### src/logic/usb_ep_params.svh
// register offsets, field positions and reset values of the endpoint buffer block
`ifndef USB_EP_PARAMS_SVH
`define USB_EP_PARAMS_SVH

`define EPB_AW 6
`define EPB_LW 10
`define EPB_DEPTH 64

`define EPB_OFS_POWER 6'h01
`define EPB_OFS_IN_FLAG 6'h02
`define EPB_OFS_OUT_FLAG 6'h04
`define EPB_OFS_IN_MASK 6'h07
`define EPB_OFS_OUT_MASK 6'h09
`define EPB_OFS_IN_MAX 6'h10
`define EPB_OFS_IN_CTRL_LOW 6'h11
`define EPB_OFS_IN_CTRL_HIGH 6'h12
`define EPB_OFS_OUT_MAX 6'h13
`define EPB_OFS_OUT_CTRL_LOW 6'h14
`define EPB_OFS_OUT_CTRL_HIGH 6'h15
`define EPB_OFS_RX_COUNT_LOW 6'h16
`define EPB_OFS_RX_COUNT_HIGH 6'h17
`define EPB_OFS_FIFO 6'h20

`define EPB_POW_WAIT_SOF 7

`define EPB_IL_READY 0
`define EPB_IL_PRESENT 1
`define EPB_IL_UNDERRUN 2
`define EPB_IL_SEND_STALL 3
`define EPB_IL_SENT_STALL 4
`define EPB_IL_FLUSH 5

`define EPB_IH_TOGGLE_ALWAYS 0
`define EPB_IH_DBL 1
`define EPB_IH_ISO 2
`define EPB_IH_IN_READY_SELF_SET_EN 3

`define EPB_OL_READY 0
`define EPB_OL_FULL 1
`define EPB_OL_OVERRUN 2
`define EPB_OL_DATA_ERROR 3
`define EPB_OL_SEND_STALL 4
`define EPB_OL_SENT_STALL 5
`define EPB_OL_FLUSH 6

`define EPB_OH_OUT_READY_SELF_CLEAR_EN 0
`define EPB_OH_DBL 1
`define EPB_OH_ISO 2

`define EPB_EP_NUM 1
`define EPB_STATE_RESET '0

`endif

### src/logic/usb_ep_pkg.sv
// types of the endpoint buffer block
`include "usb_ep_params.svh"
package usb_ep_pkg;
    typedef logic [`EPB_AW-1:0] ptr_t;
    typedef logic [`EPB_LW-1:0] len_t;
    typedef enum logic [2:0] {RPL_NONE, RPL_NAK, RPL_ACK, RPL_STALL, RPL_DATA} reply_e;
    typedef enum logic [1:0] {RX_IDLE, RX_STORE, RX_STALL, RX_FULL} rx_state_e;

    typedef struct packed {
        ptr_t in_wr;
        ptr_t in_rd;
        ptr_t in_start;
        len_t in_load;
        len_t in_len0;
        len_t in_len1;
        logic in_tail;
        logic in_head;
        logic [1:0] in_pkts;
        logic in_underrun;
        logic in_send_stall;
        logic in_sent_stall;
        logic toggle_always;
        logic in_dbl;
        logic in_iso;
        logic in_in_ready_self_set_en;
        logic [7:0] in_max;
        logic toggle;
        logic sof_seen;
        logic tx_busy;
        ptr_t out_wr;
        ptr_t out_rd;
        ptr_t out_start;
        len_t out_rxcnt;
        len_t out_len0;
        len_t out_len1;
        logic out_tail;
        logic out_head;
        logic [1:0] out_pkts;
        len_t out_readcnt;
        logic out_overrun;
        logic out_data_error;
        logic out_send_stall;
        logic out_sent_stall;
        logic out_out_ready_self_clear_en;
        logic out_dbl;
        logic out_iso;
        logic [7:0] out_max;
        rx_state_e rx_mode;
        logic in_flag;
        logic out_flag;
        logic in_mask;
        logic out_mask;
        logic wait_sof;
        logic [7:0] rd_data;
        reply_e reply;
        len_t tx_len;
        logic tx_toggle;
        logic irq_req;
        logic cpu_flag_set;
    } state_s;
endpackage

### src/logic/usb_ep_mem_if.sv
// byte memory port bundle between buffer control and its memories
interface usb_ep_mem_if #(parameter int AW = 6) ();
    logic we;
    logic [AW-1:0] waddr;
    logic [7:0] wdata;
    logic [AW-1:0] raddr;
    logic [7:0] rdata;
    modport ctrl (output we, output waddr, output wdata, output raddr, input rdata);
    modport store (input we, input waddr, input wdata, input raddr, output rdata);
endinterface

### src/logic/usb_ep_buf.sv
// buffering and handshake control for one non-control USB endpoint
//
// Functional notes
// - each direction holds up to two whole packets when double buffered
// - double buffering per direction enabled by its control bit
// - FIFO write appends to IN data, FIFO read pops next OUT byte
// - double buffered IN ready drops at once, without an IN event
// - IN present bit zero means both buffers free
// - ready with nothing loaded sends a zero-length packet
// - received packet sets OUT ready; count valid only while ready
// - clearing OUT ready with second packet waiting re-asserts it with event
// - OUT full status set while two packets are held
// - self-clear drops OUT ready after max-size bytes are read
// - self-set raises IN ready after max-size bytes are written
// - IN event on queued packet acknowledged (or sent, if iso), stall sent, or flush
// - IN event sets flag always; mask gates CPU flag; enable gates request
// - OUT receipt or stall sets OUT flag; same masking as IN
// - toggle-always flips data toggle after every queued packet sent, acknowledged or not
// - stalled bulk IN answers STALL, sets sent-stall, raises event
// - stalled bulk OUT discards data, answers STALL, sets sent-stall
// - iso IN with nothing loaded sends zero length, sets underrun
// - wait-for-SOF holds iso IN packet until next start of frame
// - iso OUT with no free buffer sets overrun and drops data
// - iso OUT bit errors set the data-error bit
// - reading a flag register clears its flag
// - wait-for-SOF answers zero length from ready until first SOF
//
// The placing of the registers and the address-and-strobe port were decided locally.
`include "usb_ep_params.svh"
module usb_ep_buf #(
    parameter int EP_NUM = `EPB_EP_NUM
) (
    input logic core_clk,
    input logic resetn,
    input logic [5:0] addr,
    input logic [7:0] wr_data,
    input logic wr_en,
    input logic rd_en,
    output logic [7:0] rd_data,
    input logic global_usb_irq_en,
    output logic usb_irq_req,
    output logic cpu_usb_flag_set,
    input logic lk_in_token,
    input logic lk_tx_take,
    input logic lk_tx_done,
    input logic lk_tx_ack,
    input logic lk_sof,
    input logic lk_rx_start,
    input logic lk_rx_valid,
    input logic [7:0] lk_rx_data,
    input logic lk_rx_end,
    input logic lk_rx_err,
    output usb_ep_pkg::reply_e lk_reply,
    output logic [`EPB_LW-1:0] lk_tx_len,
    output logic lk_tx_toggle,
    output logic [7:0] lk_tx_data
);
    usb_ep_pkg::state_s s;
    usb_ep_pkg::state_s n;
    logic in_ev;
    logic out_ev;
    logic in_byte;
    logic in_commit;
    logic in_flush;
    logic in_inc;
    logic in_dec;
    logic out_take;
    logic out_drop;
    logic out_inc;
    logic out_dec;
    logic out_we;
    usb_ep_pkg::len_t in_load_now;
    usb_ep_pkg::len_t out_rd_now;
    usb_ep_pkg::len_t out_len_now;

    usb_ep_mem_if #(.AW(`EPB_AW)) in_bus ();
    usb_ep_mem_if #(.AW(`EPB_AW)) out_bus ();

    function automatic usb_ep_pkg::len_t pick(input logic head, input usb_ep_pkg::len_t l0,
                                              input usb_ep_pkg::len_t l1);
        return head ? l1 : l0;
    endfunction

    function automatic logic has_room(input logic dbl, input logic [1:0] pkts);
        return pkts < (dbl ? 2'h2 : 2'h1);
    endfunction

    function automatic logic [7:0] flag_byte(input logic b);
        return {7'h00, b} << EP_NUM;
    endfunction

    always_comb
    begin
        n = s;
        n.reply = usb_ep_pkg::RPL_NONE;
        in_ev = 1'b0;
        out_ev = 1'b0;
        in_byte = 1'b0;
        in_commit = 1'b0;
        in_flush = 1'b0;
        in_inc = 1'b0;
        in_dec = 1'b0;
        out_take = 1'b0;
        out_drop = 1'b0;
        out_inc = 1'b0;
        out_dec = 1'b0;
        out_we = 1'b0;
        in_load_now = s.in_load;
        out_rd_now = s.out_readcnt;
        out_len_now = pick(s.out_head, s.out_len0, s.out_len1);
        // register writes; clears come first so a same-cycle set wins
        if (wr_en)
        begin
            case (addr)
                `EPB_OFS_POWER: n.wait_sof = wr_data[`EPB_POW_WAIT_SOF];
                `EPB_OFS_IN_MASK: n.in_mask = wr_data[EP_NUM];
                `EPB_OFS_OUT_MASK: n.out_mask = wr_data[EP_NUM];
                `EPB_OFS_IN_MAX: n.in_max = wr_data;
                `EPB_OFS_OUT_MAX: n.out_max = wr_data;
                `EPB_OFS_IN_CTRL_HIGH:
                begin
                    n.toggle_always = wr_data[`EPB_IH_TOGGLE_ALWAYS];
                    n.in_dbl = wr_data[`EPB_IH_DBL];
                    n.in_iso = wr_data[`EPB_IH_ISO];
                    n.in_in_ready_self_set_en = wr_data[`EPB_IH_IN_READY_SELF_SET_EN];
                end
                `EPB_OFS_OUT_CTRL_HIGH:
                begin
                    n.out_out_ready_self_clear_en = wr_data[`EPB_OH_OUT_READY_SELF_CLEAR_EN];
                    n.out_dbl = wr_data[`EPB_OH_DBL];
                    n.out_iso = wr_data[`EPB_OH_ISO];
                end
                `EPB_OFS_IN_CTRL_LOW:
                begin
                    n.in_send_stall = wr_data[`EPB_IL_SEND_STALL];
                    if (!wr_data[`EPB_IL_UNDERRUN])
                    begin
                        n.in_underrun = 1'b0;
                    end
                    if (!wr_data[`EPB_IL_SENT_STALL])
                    begin
                        n.in_sent_stall = 1'b0;
                    end
                    in_flush = wr_data[`EPB_IL_FLUSH];
                    in_commit = wr_data[`EPB_IL_READY] && !wr_data[`EPB_IL_FLUSH];
                end
                `EPB_OFS_OUT_CTRL_LOW:
                begin
                    n.out_send_stall = wr_data[`EPB_OL_SEND_STALL];
                    if (!wr_data[`EPB_OL_OVERRUN])
                    begin
                        n.out_overrun = 1'b0;
                    end
                    if (!wr_data[`EPB_OL_DATA_ERROR])
                    begin
                        n.out_data_error = 1'b0;
                    end
                    if (!wr_data[`EPB_OL_SENT_STALL])
                    begin
                        n.out_sent_stall = 1'b0;
                    end
                    out_drop = wr_data[`EPB_OL_FLUSH] || !wr_data[`EPB_OL_READY];
                end
                `EPB_OFS_FIFO: in_byte = 1'b1;
                default: ;
            endcase
        end
        // register reads, answered in the next cycle
        if (rd_en)
        begin
            case (addr)
                `EPB_OFS_POWER: n.rd_data = {s.wait_sof, 7'h00};
                `EPB_OFS_IN_FLAG:
                begin
                    n.rd_data = flag_byte(s.in_flag);
                    n.in_flag = 1'b0;
                end
                `EPB_OFS_OUT_FLAG:
                begin
                    n.rd_data = flag_byte(s.out_flag);
                    n.out_flag = 1'b0;
                end
                `EPB_OFS_IN_MASK: n.rd_data = flag_byte(s.in_mask);
                `EPB_OFS_OUT_MASK: n.rd_data = flag_byte(s.out_mask);
                `EPB_OFS_IN_MAX: n.rd_data = s.in_max;
                `EPB_OFS_OUT_MAX: n.rd_data = s.out_max;
                `EPB_OFS_IN_CTRL_LOW:
                    n.rd_data = {3'h0, s.in_sent_stall, s.in_send_stall, s.in_underrun,
                                 s.in_pkts != 2'h0,
                                 s.in_dbl ? s.in_pkts == 2'h2 : s.in_pkts != 2'h0};
                `EPB_OFS_IN_CTRL_HIGH:
                    n.rd_data = {4'h0, s.in_in_ready_self_set_en, s.in_iso, s.in_dbl, s.toggle_always};
                `EPB_OFS_OUT_CTRL_LOW:
                    n.rd_data = {2'h0, s.out_sent_stall, s.out_send_stall, s.out_data_error,
                                 s.out_overrun, s.out_pkts == 2'h2,
                                 s.out_pkts != 2'h0};
                `EPB_OFS_OUT_CTRL_HIGH:
                    n.rd_data = {5'h00, s.out_iso, s.out_dbl, s.out_out_ready_self_clear_en};
                `EPB_OFS_RX_COUNT_LOW:
                    n.rd_data = s.out_pkts != 2'h0 ? out_len_now[7:0] : 8'h00;
                `EPB_OFS_RX_COUNT_HIGH:
                    n.rd_data = s.out_pkts != 2'h0 ? {6'h00, out_len_now[9:8]} : 8'h00;
                `EPB_OFS_FIFO:
                begin
                    n.rd_data = out_bus.rdata;
                    out_take = 1'b1;
                end
                default: n.rd_data = 8'h00;
            endcase
        end
        // IN loading, commit by firmware or by reaching the max size
        if (in_byte)
        begin
            n.in_wr = s.in_wr + usb_ep_pkg::ptr_t'(1);
            in_load_now = s.in_load + usb_ep_pkg::len_t'(1);
            n.in_load = in_load_now;
            if (s.in_in_ready_self_set_en && in_load_now == {2'h0, s.in_max})
            begin
                in_commit = 1'b1;
            end
        end
        if (in_commit && has_room(s.in_dbl, s.in_pkts))
        begin
            if (s.in_tail)
            begin
                n.in_len1 = in_load_now;
            end
            else
            begin
                n.in_len0 = in_load_now;
            end
            n.in_tail = ~s.in_tail;
            n.in_load = '0;
            in_inc = 1'b1;
            if (s.in_pkts == 2'h0)
            begin
                n.sof_seen = 1'b0;
            end
        end
        if (lk_sof)
        begin
            n.sof_seen = 1'b1;
        end
        // IN token handling
        if (lk_in_token && !s.tx_busy)
        begin
            n.tx_len = '0;
            n.tx_toggle = s.toggle;
            if (s.in_send_stall && !s.in_iso)
            begin
                n.reply = usb_ep_pkg::RPL_STALL;
                n.in_sent_stall = 1'b1;
                in_ev = 1'b1;
            end
            else if (s.in_iso && (s.in_pkts == 2'h0 || (s.wait_sof && !s.sof_seen)))
            begin
                n.reply = usb_ep_pkg::RPL_DATA;
                if (s.in_pkts == 2'h0)
                begin
                    n.in_underrun = 1'b1;
                end
            end
            else if (s.in_pkts == 2'h0)
            begin
                n.reply = usb_ep_pkg::RPL_NAK;
            end
            else
            begin
                n.reply = usb_ep_pkg::RPL_DATA;
                n.tx_len = pick(s.in_head, s.in_len0, s.in_len1);
                n.tx_busy = 1'b1;
                n.in_rd = s.in_start;
            end
        end
        if (lk_tx_take && s.tx_busy)
        begin
            n.in_rd = s.in_rd + usb_ep_pkg::ptr_t'(1);
        end
        if (lk_tx_done && s.tx_busy)
        begin
            n.tx_busy = 1'b0;
            if (lk_tx_ack || s.toggle_always)
            begin
                n.toggle = ~s.toggle;
            end
            if (lk_tx_ack || s.in_iso)
            begin
                n.in_start = s.in_start + usb_ep_pkg::ptr_t'(pick(s.in_head, s.in_len0,
                                                                  s.in_len1));
                n.in_rd = n.in_start;
                n.in_head = ~s.in_head;
                in_dec = 1'b1;
                in_ev = 1'b1;
            end
            else
            begin
                n.in_rd = s.in_start;
            end
        end
        // flush drops the oldest packet, or the partial load when none is queued
        if (in_flush && !in_dec)
        begin
            in_ev = 1'b1;
            n.tx_busy = 1'b0;
            if (s.in_pkts != 2'h0)
            begin
                n.in_start = s.in_start + usb_ep_pkg::ptr_t'(pick(s.in_head, s.in_len0,
                                                                  s.in_len1));
                n.in_rd = n.in_start;
                n.in_head = ~s.in_head;
                in_dec = 1'b1;
            end
            else
            begin
                n.in_wr = s.in_start;
                n.in_load = '0;
            end
        end
        // OUT packet reception
        if (lk_rx_start)
        begin
            n.out_rxcnt = '0;
            if (s.out_send_stall && !s.out_iso)
            begin
                n.rx_mode = usb_ep_pkg::RX_STALL;
            end
            else if (!has_room(s.out_dbl, s.out_pkts))
            begin
                n.rx_mode = usb_ep_pkg::RX_FULL;
                if (s.out_iso)
                begin
                    n.out_overrun = 1'b1;
                end
            end
            else
            begin
                n.rx_mode = usb_ep_pkg::RX_STORE;
            end
        end
        else if (lk_rx_valid && s.rx_mode == usb_ep_pkg::RX_STORE)
        begin
            out_we = 1'b1;
            n.out_wr = s.out_wr + usb_ep_pkg::ptr_t'(1);
            n.out_rxcnt = s.out_rxcnt + usb_ep_pkg::len_t'(1);
        end
        else if (lk_rx_end)
        begin
            n.rx_mode = usb_ep_pkg::RX_IDLE;
            unique case (s.rx_mode)
                usb_ep_pkg::RX_STALL:
                begin
                    n.reply = usb_ep_pkg::RPL_STALL;
                    n.out_sent_stall = 1'b1;
                    out_ev = 1'b1;
                end
                usb_ep_pkg::RX_FULL: n.reply = s.out_iso ? usb_ep_pkg::RPL_NONE
                                                         : usb_ep_pkg::RPL_NAK;
                usb_ep_pkg::RX_STORE:
                begin
                    if (lk_rx_err && !s.out_iso)
                    begin
                        n.out_wr = s.out_wr - usb_ep_pkg::ptr_t'(s.out_rxcnt);
                    end
                    else
                    begin
                        if (s.out_tail)
                        begin
                            n.out_len1 = s.out_rxcnt;
                        end
                        else
                        begin
                            n.out_len0 = s.out_rxcnt;
                        end
                        n.out_tail = ~s.out_tail;
                        out_inc = 1'b1;
                        out_ev = 1'b1;
                        if (lk_rx_err)
                        begin
                            n.out_data_error = 1'b1;
                        end
                        n.reply = s.out_iso ? usb_ep_pkg::RPL_NONE : usb_ep_pkg::RPL_ACK;
                    end
                end
                usb_ep_pkg::RX_IDLE: ;
            endcase
        end
        // OUT unloading by firmware
        if (out_take && s.out_pkts != 2'h0)
        begin
            n.out_rd = s.out_rd + usb_ep_pkg::ptr_t'(1);
            out_rd_now = s.out_readcnt + usb_ep_pkg::len_t'(1);
            n.out_readcnt = out_rd_now;
            if (s.out_out_ready_self_clear_en && out_rd_now == {2'h0, s.out_max})
            begin
                out_drop = 1'b1;
            end
        end
        if (out_drop && s.out_pkts != 2'h0)
        begin
            n.out_start = s.out_start + usb_ep_pkg::ptr_t'(pick(s.out_head, s.out_len0,
                                                                s.out_len1));
            n.out_rd = n.out_start;
            n.out_head = ~s.out_head;
            n.out_readcnt = '0;
            out_dec = 1'b1;
            if (s.out_pkts == 2'h2)
            begin
                out_ev = 1'b1;
            end
        end
        n.in_pkts = s.in_pkts + {1'b0, in_inc} - {1'b0, in_dec};
        n.out_pkts = s.out_pkts + {1'b0, out_inc} - {1'b0, out_dec};
        // event flags are set whatever the mask; mask and enable gate the CPU side
        if (in_ev)
        begin
            n.in_flag = 1'b1;
        end
        if (out_ev)
        begin
            n.out_flag = 1'b1;
        end
        n.cpu_flag_set = (in_ev && s.in_mask) || (out_ev && s.out_mask);
        n.irq_req = n.cpu_flag_set && global_usb_irq_en;
    end

    always_ff @(posedge core_clk or negedge resetn)
    begin
        if (!resetn)
        begin
            s <= `EPB_STATE_RESET;
        end
        else
        begin
            s <= n;
        end
    end

    assign in_bus.we = in_byte;
    assign in_bus.waddr = s.in_wr;
    assign in_bus.wdata = wr_data;
    assign in_bus.raddr = n.in_rd;
    assign out_bus.we = out_we;
    assign out_bus.waddr = s.out_wr;
    assign out_bus.wdata = lk_rx_data;
    assign out_bus.raddr = n.out_rd;

    usb_ep_mem #(.AW(`EPB_AW)) in_mem (
        .core_clk(core_clk),
        .resetn(resetn),
        .port(in_bus.store)
    );

    usb_ep_mem #(.AW(`EPB_AW)) out_mem (
        .core_clk(core_clk),
        .resetn(resetn),
        .port(out_bus.store)
    );

    assign rd_data = s.rd_data;
    assign usb_irq_req = s.irq_req;
    assign cpu_usb_flag_set = s.cpu_flag_set;
    assign lk_reply = s.reply;
    assign lk_tx_len = s.tx_len;
    assign lk_tx_toggle = s.tx_toggle;
    assign lk_tx_data = in_bus.rdata;
endmodule

### src/logic/usb_ep_mem.sv
// byte memory, one write port and one registered read port
module usb_ep_mem #(
    parameter int AW = 6
) (
    input logic core_clk,
    input logic resetn,
    usb_ep_mem_if.store port
);
    logic [7:0] mem [0:(1 << AW)-1];

    always_ff @(posedge core_clk)
    begin
        if (port.we)
        begin
            mem[port.waddr] <= port.wdata;
        end
    end

    always_ff @(posedge core_clk or negedge resetn)
    begin
        if (!resetn)
        begin
            port.rdata <= 8'h00;
        end
        else
        begin
            port.rdata <= mem[port.raddr];
        end
    end
endmodule

### config.mk
export PLATFORM = sky130hd
export DESIGN_NAME = usb_ep_buf
export DESIGN_NICKNAME = d
export VERILOG_FILES = /design/src/logic/usb_ep_pkg.sv /design/src/logic/usb_ep_mem_if.sv /design/src/logic/usb_ep_buf.sv /design/src/logic/usb_ep_mem.sv
export VERILOG_INCLUDE_DIRS = /design/src /design/src/logic
export SDC_FILE = /design/constraint.sdc
export NUM_CORES = 2
export LEC_CHECK = 0
export ABC_AREA = 0
export BUFFER_PORTS_ARGS = -buffer_cell sky130_fd_sc_hd__buf_2
export CAP_MARGIN = 20
export CORE_MARGIN = 3
export CORE_UTILIZATION = 43
export DETAILED_ROUTE_END_ITERATION = 8
export MAX_ROUTING_LAYER = met4
export PLACE_DENSITY = 0.61
export SLEW_MARGIN = 10
export SYNTH_ARGS = -nofsm -noshare
export SYNTH_HDL_FRONTEND = slang
export SYNTH_SLANG_ARGS = --single-unit
### constraint.sdc
create_clock -name core_clk -period 7 [get_ports core_clk]
set_input_delay 0.7 -clock core_clk [delete_from_list [all_inputs] [get_ports core_clk]]
set_output_delay 0.7 -clock core_clk [all_outputs]
set_load 0.02 [all_outputs]
==> key figures <==
Routing
  • Highest routed layer: met4
  • Number of antenna-violating nets in the routed design: 0
  • WL met2: 62.03 mm
  • Routed vias: 31920
  • Average wire per standard cell: ~23 µm
  • DRT met1 WL: 56.84 mm
  • Detailed Route Iter0 Violations: roughly 3500
  • Drt pass-1 iters: 8
  • Detailed-route DRC error count: 0
  • Vias per Instance: 5.672
  • Drt total wl: roughly 130 mm
  • Wire length on met3: 8.133 mm

Synth
  • Top post-synthesis cells by count: edfxtp_1 (1024), nand2_1 (994), nand3_1 (283), nor2_1 (233), dfrtp_1 (194)
  • Synth top area share: 60.38%
  • Seq cells post-synth: roughly 1200
  • Post-synth EDFFs: 1024
  • Synth area leaders: edfxtp_1 (60%), dfrtp_1 (9.5%), nand2_1 (7.3%)
  • Sequential share of the synthesized area: 69.91%
  • Post-synth top area cell: edfxtp_1
  • Syn avg cell area: 12.76 µm²
  • Cell Area, Synth: 0.05093 mm²
  • Post-synth ARST share: 15.93%
  • Prevailing post-synth register cell: edfxtp_1
  • Distinct cell type count after synthesis: 78
  • Number of synthesis warnings: 0
  • Count leader, synth: edfxtp_1
  • Synth Instances: 3992
  • Synthesized Nets: 4064

Setup path
  • R2R setup slack: approximately 2.0 ns
  • R2r endpoint: out_mem.port.rdata[1]
  • Setup crit start kind: register
  • CP Capture Type: register
  • Setup crit end: out_mem.port.rdata[1]
  • Worst-case reg-to-reg path depth: 12
  • Worst r2r src: s[48]
  • Crit Path Max Fanout: 25
  • WS Path Type: register to register
  • WP data required: around 7.6 ns
  • Setup crit start: s[48]
  • Critical path data arrival time: 5.57 ns

STA
  • Final worst-path setup slack: 2.022 ns
  • Slew @ Worst Pin: 1.102 ns
  • Setup violators final: 0
  • Min cycle time layout: 4.978 ns
  • Final worst-path cycle share: 71.11%
  • RSZ-0062 raised after global routing: no
  • Setup TNS: 0 ns
  • Final hold vios: 0
  • Hold WS: ~0.12 ns
  • Clock Skews: about 0.027 ns
  • Slew Viols, Final: 0
  • Worst rel slew slack: about a quarter
  • F_max: roughly 200 MHz

Global route
  • Overall routing resource usage: about 22%
  • Largest net degree at the start of global routing: 186
  • Number of global-route vias before repair: between 30000 and 40000
  • First-pass GRT wire length: between 150 and 200 mm
  • GRT Residual Overflow: 0
  • Initial antenna violation count: 4

Final layout
  • Layout Nets: 4067
  • Share of layout cells above drive strength 1: 9.463%
  • Final instance area: 0.05635 mm²
  • Area Overhead vs Synth: 10.64%

Power
  • Leak: 20.42 nW
  • Max IR drop VDD: 0.6039 mV
  • Pwr dens: about 380 mW/mm²

Floorplan
  • Die W: 350.2 µm
  • FP Rows: approximately 130
  • IO Pins: 68
  • Die area: about 0.12 mm²
  • Die Ht: 350.2 µm
  • Initial core utilization: 43.59%
  • Core Region: ~0.12 mm²

CTS
  • Clock Sinks: 1218
  • Post-CTS Repair Setup Buffers: 0
  • Clock H-tree levels: 4
  • Clock transition at the registers of the reported paths: 0.06 ns
  • CTS tree: yes
  • Clk Latency, worst-skew pair: 0.74 ns
  • Inserted Clock Buffers: 130
  • Clock Tree Buf Depth: 3
  • Resize count post-CTS: 0
  • Hold Buf Count CTS: 0
  • Clock Tree Root: clkbuf_16

Place
  • PortBufs: 67
  • GPL Wtd Cong: a little over 0.9
  • Placed inst area: ~0.052 mm²
  • Post-DP HPWL: 77.06 mm
  • Worst slack, placed: ~1.5 ns

Outcome
  • Status: finished clean

Flow run
  • Max_cap viols: 0

Min path
  • Min-delay worst type: primary input to async pin
==> state kept, by name (all words and copies together), names as in the netlist <==
| signal | count |
|---|---|
| cpu_usb_flag_set | 1 |
| lk_reply | 3 |
| in_bus.waddr | 6 |
| out_bus.waddr | 6 |
| in_mem.mem | 512 |
| lk_tx_len | 10 |
| s | 142 |
| usb_irq_req | 1 |
| rd_data | 8 |
| lk_tx_toggle | 1 |
| in_mem.port.rdata | 8 |
| out_mem.port.rdata | 8 |
| out_mem.mem | 512 |
==> final cells by class <==
cell class                 count  area (µm²)
fill                       10140       60480
antenna                        4       10.01
inverter                      45       177.7
timing repair buffer         115       754.5
clock inverter                67       593.1
sequential                  1218       35600
clock buffer                 170        3443
multi-input combinational   2485       13860
tap                         1524        1907
==> metrics by stage <==
step | instances | util [%] | total power, mW
finish | 5628 | 48.23 | 21.53
global route | 5626 | 48.23 | 22.54
CTS | 5624 | 48.22 | 21.64
detailed placement | 5387 | 44.77 | 15.10
global placement | 5387 | 44.77 | 15.05
floorplan | 3992 | - | 13.09
==> where the power goes <==
| part | internal [mW] | switching (mW) | total (mW) | leakage (nW) |
|---|---|---|---|---|
| clock | 3.67 | 2.88 | 6.55 | 1.96 |
| sequential | 8.12 | 0.346 | 8.46 | 11.7 |
| combinational | 2.11 | 4.41 | 6.51 | 6.78 |
| total | 13.9 | 7.64 | 21.5 | 20.4 |
==> worst min path at each step <==
stage,from,to,cells after the start
final,resetn,s[82],1
after global routing,resetn,s[84],1
after CTS,resetn,s[82],1
after detailed placement,lk_tx_len[7],lk_tx_len[7],2
after global placement,s[90],s[90],2
after floorplan,resetn,cpu_usb_flag_set,0
==> critical path, stage by stage (launching register included) <==
cell     delay [ns]
dfrtp_1        0.49
nand3_1        0.31
nor2_1         0.21
xnor2_1        0.15
nand3_1        0.10
o41ai_1        0.68
and2b_1        0.52
mux2i_4        0.91
buf_4          0.47
nand3_1        0.14
nand4_1        0.15
o22ai_1        0.14
or4_1          0.54
==> layer usage <==
| layer | global-route usage (%) | vias to the layer above |
|---|---|---|
| met5 | - | - |
| met4 | 6.915 | 0 |
| met3 | 3.412 | 226 |
| met2 | 33.76 | 1150 |
| met1 | 29.75 | 15960 |
| li1 | - | 14590 |
==> logic make-up after synthesis <==
logic type      after synthesis  share of synthesized area, %
simple gates               1794                         15.55
flops                      1218                         69.91
compound gates              392                         5.437
buf+inv                     289                         2.997
mux                         176                         3.680
xor+xnor                     87                         1.496
fa+ha+maj                    36                        0.9286
==> cells in the final DEF (no fill, tap or decap), drive strengths merged, types with 16 or more instances in the layout <==
master,n
o21ai,69
nand3,284
nor3,36
a311oi,40
a21oi,47
buf,114
a31oi,61
xnor2,46
mux2i,115
a32oi,24
nand2,995
clkinv,52
inv,52
a311o,16
nand4,71
a221oi,29
dfrtp,194
clkbuf,171
mux2,61
ha,33
xor2,41
o22ai,33
nor2,237
edfxtp,1024
and3,93
(Power assumes the default switching activity.)
